File: config.mk
export PLATFORM = sky130hd
export DESIGN_NAME = isp_set_pending
export DESIGN_NICKNAME = d
export VERILOG_FILES = /design/src/isp_pkg.sv /design/src/isp_set_pending.sv
export SDC_FILE = /design/constraint.sdc
export NUM_CORES = 1
export LEC_CHECK = 0
export BUFFER_PORTS_ARGS = -buffer_cell sky130_fd_sc_hd__buf_2
export CORE_MARGIN = 3
export CORE_UTILIZATION = 40
export CTS_CLUSTER_DIAMETER = 120
export DETAILED_ROUTE_END_ITERATION = 10
export PLACE_DENSITY = 0.83
export SLEW_MARGIN = 20
export SYNTH_ARGS = -nofsm -noshare
export SYNTH_HDL_FRONTEND = slang
export SYNTH_SLANG_ARGS = --single-unit
File: constraint.sdc
create_clock -name core_clk -period 1.73 [get_ports core_clk]
set_input_delay 0.346 -clock core_clk [delete_from_list [all_inputs] [get_ports core_clk]]
set_output_delay 0.346 -clock core_clk [all_outputs]
set_load 0.005 [all_outputs]
File: src/isp_pkg.sv
`timescale 1ns/10ps
package isp_pkg;
    // ************************************************
    // register map, byte addresses
    // ************************************************
    localparam logic [3:0]  ISP_OFS_SET    = 4'h0;
    localparam logic [3:0]  ISP_OFS_CLR    = 4'h4;
    localparam logic [3:0]  ISP_OFS_STAT   = 4'h8;
    localparam logic [3:0]  ISP_OFS_MASK   = 4'hc;
    // ************************************************
    // fields and reset values
    // ************************************************
    localparam logic [31:0] ISP_IMPL_MASK  = 32'hf3fffff4;
    localparam int          ISP_IRQ_BASE   = 32;
    localparam logic [31:0] ISP_PEND_RST   = 32'h0000_0000;
    localparam logic [1:0]  ISP_STAT_RST   = 2'h0;
    localparam logic [1:0]  ISP_MASK_RST   = 2'h0;
    localparam int          ISP_EV_TAKEN   = 0;
    localparam int          ISP_EV_REFUSED = 1;
    localparam int          ISP_EV_NUM     = 2;
    typedef enum logic [0:0] {
        ISP_BUS_IDLE,
        ISP_BUS_ANSWER
    } isp_bus_t;
endpackage : isp_pkg

module isp_pend_bank #(
    parameter int W = 32
) (
    input  wire logic          core_clk,
    input  wire logic          reset,
    input  wire logic [W-1:0]  impl,
    input  wire logic [W-1:0]  force_set,
    input  wire logic [W-1:0]  src_raise,
    input  wire logic [W-1:0]  clear_set,
    output logic      [W-1:0]  pend_q
);
    import isp_pkg::*;
    // ************************************************
    // pending flags
    // ************************************************
    logic [W-1:0] pend_d;
    // a source raising in the clear cycle wins over the clear
    assign pend_d = ((pend_q & ~clear_set) | force_set | src_raise) & impl;
    always_ff @(posedge core_clk) begin
        if (reset) begin
            pend_q <= W'(ISP_PEND_RST);
        end else begin
            pend_q <= pend_d;
        end
    end
endmodule : isp_pend_bank

File: src/isp_set_pending.sv
`timescale 1ns/10ps
module isp_set_pending (
    input  wire logic        core_clk,
    input  wire logic        reset,
    input  wire logic [3:0]  avs_address,
    input  wire logic        avs_read,
    input  wire logic        avs_write,
    input  wire logic [31:0] avs_writedata,
    input  wire logic [3:0]  avs_byteenable,
    output logic      [31:0] avs_readdata,
    output logic             avs_waitrequest,
    input  wire logic [31:0] src_enable,
    input  wire logic [31:0] src_raise,
    input  wire logic [31:0] src_active,
    output logic      [31:0] pend_out,
    output logic      [31:0] clear_strobe,
    output logic             irq
);
    import isp_pkg::*;

    function automatic logic reg_hit(input logic [3:0] a,
                                     input logic [3:0] ofs);
        reg_hit = (a == ofs);
    endfunction : reg_hit

    // ************************************************
    // bus handshake
    // ************************************************
    // one wait cycle so read data always comes from a flop
    isp_bus_t          bus_q;
    logic              req;
    logic              take;
    logic              wr_take;
    logic [31:0]       rdata_q;
    logic [31:0]       rdata_d;
    logic [31:0]       byte_mask;
    logic [31:0]       wdata_m;
    assign req             = avs_read | avs_write;
    assign avs_waitrequest = req & (bus_q == ISP_BUS_IDLE);
    assign take            = req & (bus_q == ISP_BUS_ANSWER);
    assign wr_take         = avs_write & take;
    assign avs_readdata    = rdata_q;
    assign byte_mask       = {{8{avs_byteenable[3]}}, {8{avs_byteenable[2]}},
                              {8{avs_byteenable[1]}}, {8{avs_byteenable[0]}}};
    assign wdata_m         = avs_writedata & byte_mask;

    always_ff @(posedge core_clk) begin
        if (reset) begin
            bus_q <= ISP_BUS_IDLE;
        end else begin
            case (bus_q)
                ISP_BUS_IDLE:   bus_q <= req ? ISP_BUS_ANSWER : ISP_BUS_IDLE;
                ISP_BUS_ANSWER: bus_q <= ISP_BUS_IDLE;
                default:        bus_q <= ISP_BUS_IDLE;
            endcase
        end
    end

    // ************************************************
    // set and clear decode
    // ************************************************
    logic        wr_set;
    logic        wr_clr;
    logic        wr_stat;
    logic        wr_mask;
    logic [31:0] pend_q;
    logic [31:0] ones_v;
    logic [31:0] force_v;
    logic [31:0] clear_v;
    logic [31:0] refused_v;
    assign wr_set    = wr_take & reg_hit(avs_address, ISP_OFS_SET);
    assign wr_clr    = wr_take & reg_hit(avs_address, ISP_OFS_CLR);
    assign wr_stat   = wr_take & reg_hit(avs_address, ISP_OFS_STAT);
    assign wr_mask   = wr_take & reg_hit(avs_address, ISP_OFS_MASK);
    // unimplemented bits 27, 26, 3, 1, 0 never reach a flag
    assign ones_v    = wr_set ? (wdata_m & ISP_IMPL_MASK) : 32'h0;
    // zeros and already pending or disabled sources are left alone
    assign force_v   = ones_v & src_enable & ~pend_q;
    assign refused_v = ones_v & ~src_enable & ~pend_q;
    // an interrupt being serviced keeps its pending bit
    assign clear_v   = wr_clr ? (wdata_m & ISP_IMPL_MASK & ~src_active)
                              : 32'h0;

    isp_pend_bank #(
        .W          (32)
    ) u_bank (
        .core_clk   (core_clk),
        .reset      (reset),
        .impl       (ISP_IMPL_MASK),
        .force_set  (force_v),
        .src_raise  (src_raise),
        .clear_set  (clear_v),
        .pend_q     (pend_q)
    );
    assign pend_out = pend_q;

    // ************************************************
    // events, status and mask
    // ************************************************
    logic [ISP_EV_NUM-1:0] ev;
    logic [ISP_EV_NUM-1:0] stat_q;
    logic [ISP_EV_NUM-1:0] stat_d;
    logic [ISP_EV_NUM-1:0] mask_q;
    logic [31:0]           clr_str_q;
    assign ev[ISP_EV_TAKEN]   = |force_v;
    assign ev[ISP_EV_REFUSED] = |refused_v;
    // a new event beats a write-one-to-clear in the same cycle
    assign stat_d = (stat_q & ~(wr_stat ? wdata_m[ISP_EV_NUM-1:0]
                                        : ISP_STAT_RST)) | ev;
    assign irq          = |(stat_q & mask_q);
    assign clear_strobe = clr_str_q;

    always_ff @(posedge core_clk) begin
        if (reset) begin
            stat_q    <= ISP_STAT_RST;
            mask_q    <= ISP_MASK_RST;
            clr_str_q <= 32'h0;
        end else begin
            stat_q    <= stat_d;
            clr_str_q <= clear_v;
            if (wr_mask) begin
                mask_q <= wdata_m[ISP_EV_NUM-1:0];
            end
        end
    end

    // ************************************************
    // read data
    // ************************************************
    logic [31:0] pend_rd;
    // both set and clear addresses show the live pending flags
    assign pend_rd = pend_q & ISP_IMPL_MASK;
    assign rdata_d =
        reg_hit(avs_address, ISP_OFS_SET)  ? pend_rd :
        reg_hit(avs_address, ISP_OFS_CLR)  ? pend_rd :
        reg_hit(avs_address, ISP_OFS_STAT) ? {30'h0, stat_q} :
        reg_hit(avs_address, ISP_OFS_MASK) ? {30'h0, mask_q} : 32'h0;

    always_ff @(posedge core_clk) begin
        if (reset) begin
            rdata_q <= 32'h0;
        end else if (avs_read && avs_waitrequest) begin
            rdata_q <= rdata_d;
        end
    end
endmodule : isp_set_pending

==> run metrics <==
num rows=36; RSZ-0062 raised after global routing=yes; nets=821; Max Buffers Root-to-Sink=2; ys async rst share=0%; syn avg cell area=9.33 um2; Reg clk slew, reported paths=90 ps; complex-gate fraction of the synthesized area=18.4%; slew margin rel.=66.8%; post-synthesis mux area share=0.488%; critical path peak fanout=5; Worst Tran Pin Value=491 ps; Ys Warns=0; Reg2Reg Setup Slack=50 ps; Worst setup SP type=register; Post-synth EDFFs=0; H-tree depth=3; initial antenna violation count=1; final setup violation count=0; Die X=107 um; layout cells sized above 1=43.3%; # port buffers=206; Pwr Density=721 nW/um2; Die ar.=11500 um2; period utilisation layout=97.0%; Crit Path Class=reg -> reg; gr usage total=25.4%; Distinct cells, synth=55; post-synthesis sequential area ratio=42.9%; footprint of the multi-input gates=2170 um2; Area Overhead vs Synth=40.0%; Max Cap Violations=0; HP Class=in -> reg; Worst setup EP type=register; vias in the first global route=4360; Tmin final=1680 ps; 1st-iter DRT viols=231; Detail Route Antenna Nets=0; arrival time of the worst setup path=1920 ps; clk_lat worst skew=370 ps; DP Wirelength=12.2 mm; fin. max-slew vios=0; Leak=2.61 nW; Max Freq=596 MHz; FF/Latch Area=1770 um2; Mapped Cells=440; remaining routing DRC violations=0; post-synthesis cell area=4100 um2; final hold slack=141 ps; final RePlAce weighted congestion=0.916; Routed WL=15.1 mm; die extent in y=107 um; ys flop type=dfxtp_1; status=complete, no violations; #FFs+latches synth=88; grt total ovfl=0; Filler Cell Count=897; largest net degree at the start of global routing=38; XOR/XNOR share of the synthesized area=0%; drt first pass iters=5; largest family of logic cells by synthesized area=simple AND/OR/NAND/NOR gates; TritonCTS clock tree=built; clk sinks=88; Initial Util=41.6%; TNS Setup=0 ps; clock root buffer=clkbuf_8; adder-cell share of the synthesized area=0%; CTS buffer count=9; Via-to-Cell Ratio=5.50; drt wl/cell=18.4 um; DR vias=4507; Core Box Area=9860 um2; IO Count=238; first-pass GRT wire length=22.6 mm; Post-Synth Simple-Gate Area=31.8%; CTS Hold Bufs=0; Final Hold Fails=0; Req. time, crit path=1980 ps; n_diodes=0; Max Clock Skew=11.0 ps; Worst VDD drop=0.000350 V
## cell usage after synthesis, types with 2 or more instances
library cell	count	area (um2)
a22oi_1	28	210
a221oi_2	9	135
nor2_1	52	195
a41oi_1	5	43.8
and4b_1	7	70.1
mux2i_1	2	20.0
dfxtp_1	88	1760
nand2_1	32	120
or2_2	2	12.5
nand3b_1	7	52.6
and3_1	2	12.5
buf_2	6	30.0
o31ai_1	7	52.6
nor2b_1	7	43.8
buf_4	17	128
a31oi_1	6	37.5
o32ai_1	3	26.3
buf_6	3	33.8
a211oi_1	3	22.5
nand4b_1	27	236
a221oi_1	3	26.3
nor3b_1	24	180
nor4_1	9	56.3
nand3_1	4	20.0
a21oi_1	20	100
o22ai_1	3	18.8
inv_1	5	18.8
clkbuf_1	12	45.0
nor3_1	21	105
## final timing paths
check | end | start | depth (start not counted)
setup / recovery | u_bank.pend_q[31] | bus_q | 6
setup reg to reg | u_bank.pend_q[31] | bus_q | 6
hold reg to reg | mask_q[0] | mask_q[0] | 2
hold / removal | clear_strobe[11] | src_active[11] | 2
## what timing repair did
item,in CTS,in global routing
buffers inserted,0,5
pin swaps,1,6
resized for setup,3,8
endpoints found under the setup margin,8,17
## kinds of logic after synthesis
group	count (synthesis)
DFF	88
muxes	2
buffers and inverters	44
and+or+nand+nor	210
other	1
AOI/OAI and AO/OA	95
## layer usage
metal | vias to the layer above | routed length [um] | part of all wire [%] | global-route usage, %
li1 | 2124 | - | - | -
met3 | 31 | 1240 | 8.2 | 5.34
met2 | 230 | 7400 | 49 | 43.2
met1 | 2120 | 6080 | 40 | 31.6
met5 | - | 11 | 0.073 | 0
met4 | 2 | 360 | 2.4 | 9.41
## state kept, by name (all words and copies together), names as in the netlist
name	cells
clear_strobe	27
mask_q	2
stat_q	2
u_bank.pend_q	27
bus_q	1
avs_readdata	29
## power breakdown
group	internal, mW	total (mW)	switching [mW]	leakage (nW)
Clock	0.531	1.31	0.777	0.0906
Combinational	0.328	0.689	0.360	1.80
Sequential	2.08	2.14	0.0643	0.719
## worst max-delay path, stage by stage (launching register included)
cell and delay (ps):
dfxtp_4 370, nand4bb_4 150, nor3b_4 370, buf_4 170, nand4b_1 160, a221oi_2 280
nor2_1 60
## through the flow
stage                     cells  worst slack, ps  power (mW)  util [%]  area, um2
after floorplan             452              195        2.47         -       4150
after global placement      798             -329        2.84      55.5       5480
after detailed placement    798             -226        2.85      55.5       5480
after CTS                   814             21.6        4.13      57.3       5660
after global routing        819            -55.1        4.30      58.2       5740
final                       819             51.3        4.14      58.2       5740
## cells in the final DEF, fill, tap and decap left out, types with 3 or more instances in the layout
master,n
a211oi_1,3
a21oi_1,20
a221oi_2,11
a22oi_1,28
a31oi_1,6
a41oi_1,5
and4b_1,7
buf_2,206
buf_4,47
clkbuf_8,9
clkinv_4,3
conb_1,13
dfxtp_1,87
inv_1,5
nand2_1,32
nand3_1,4
nand3b_1,7
nand4b_1,27
nor2_1,52
nor2b_1,7
nor3_1,20
nor3b_1,24
nor4_1,9
o22ai_1,3
o31ai_1,7
o32ai_1,3
## layout make-up
cell class,instances,area share (%)
Tap cell,133,2.90
Inverter,5,0.327
Timing Repair Buffer,257,25.2
Clock inverter,6,0.784
Clock buffer,10,2.22
Multi-Input combinational cell,320,37.9
Sequential cell,88,30.7
No activity file was read; power rests on OpenSTA's default activity.
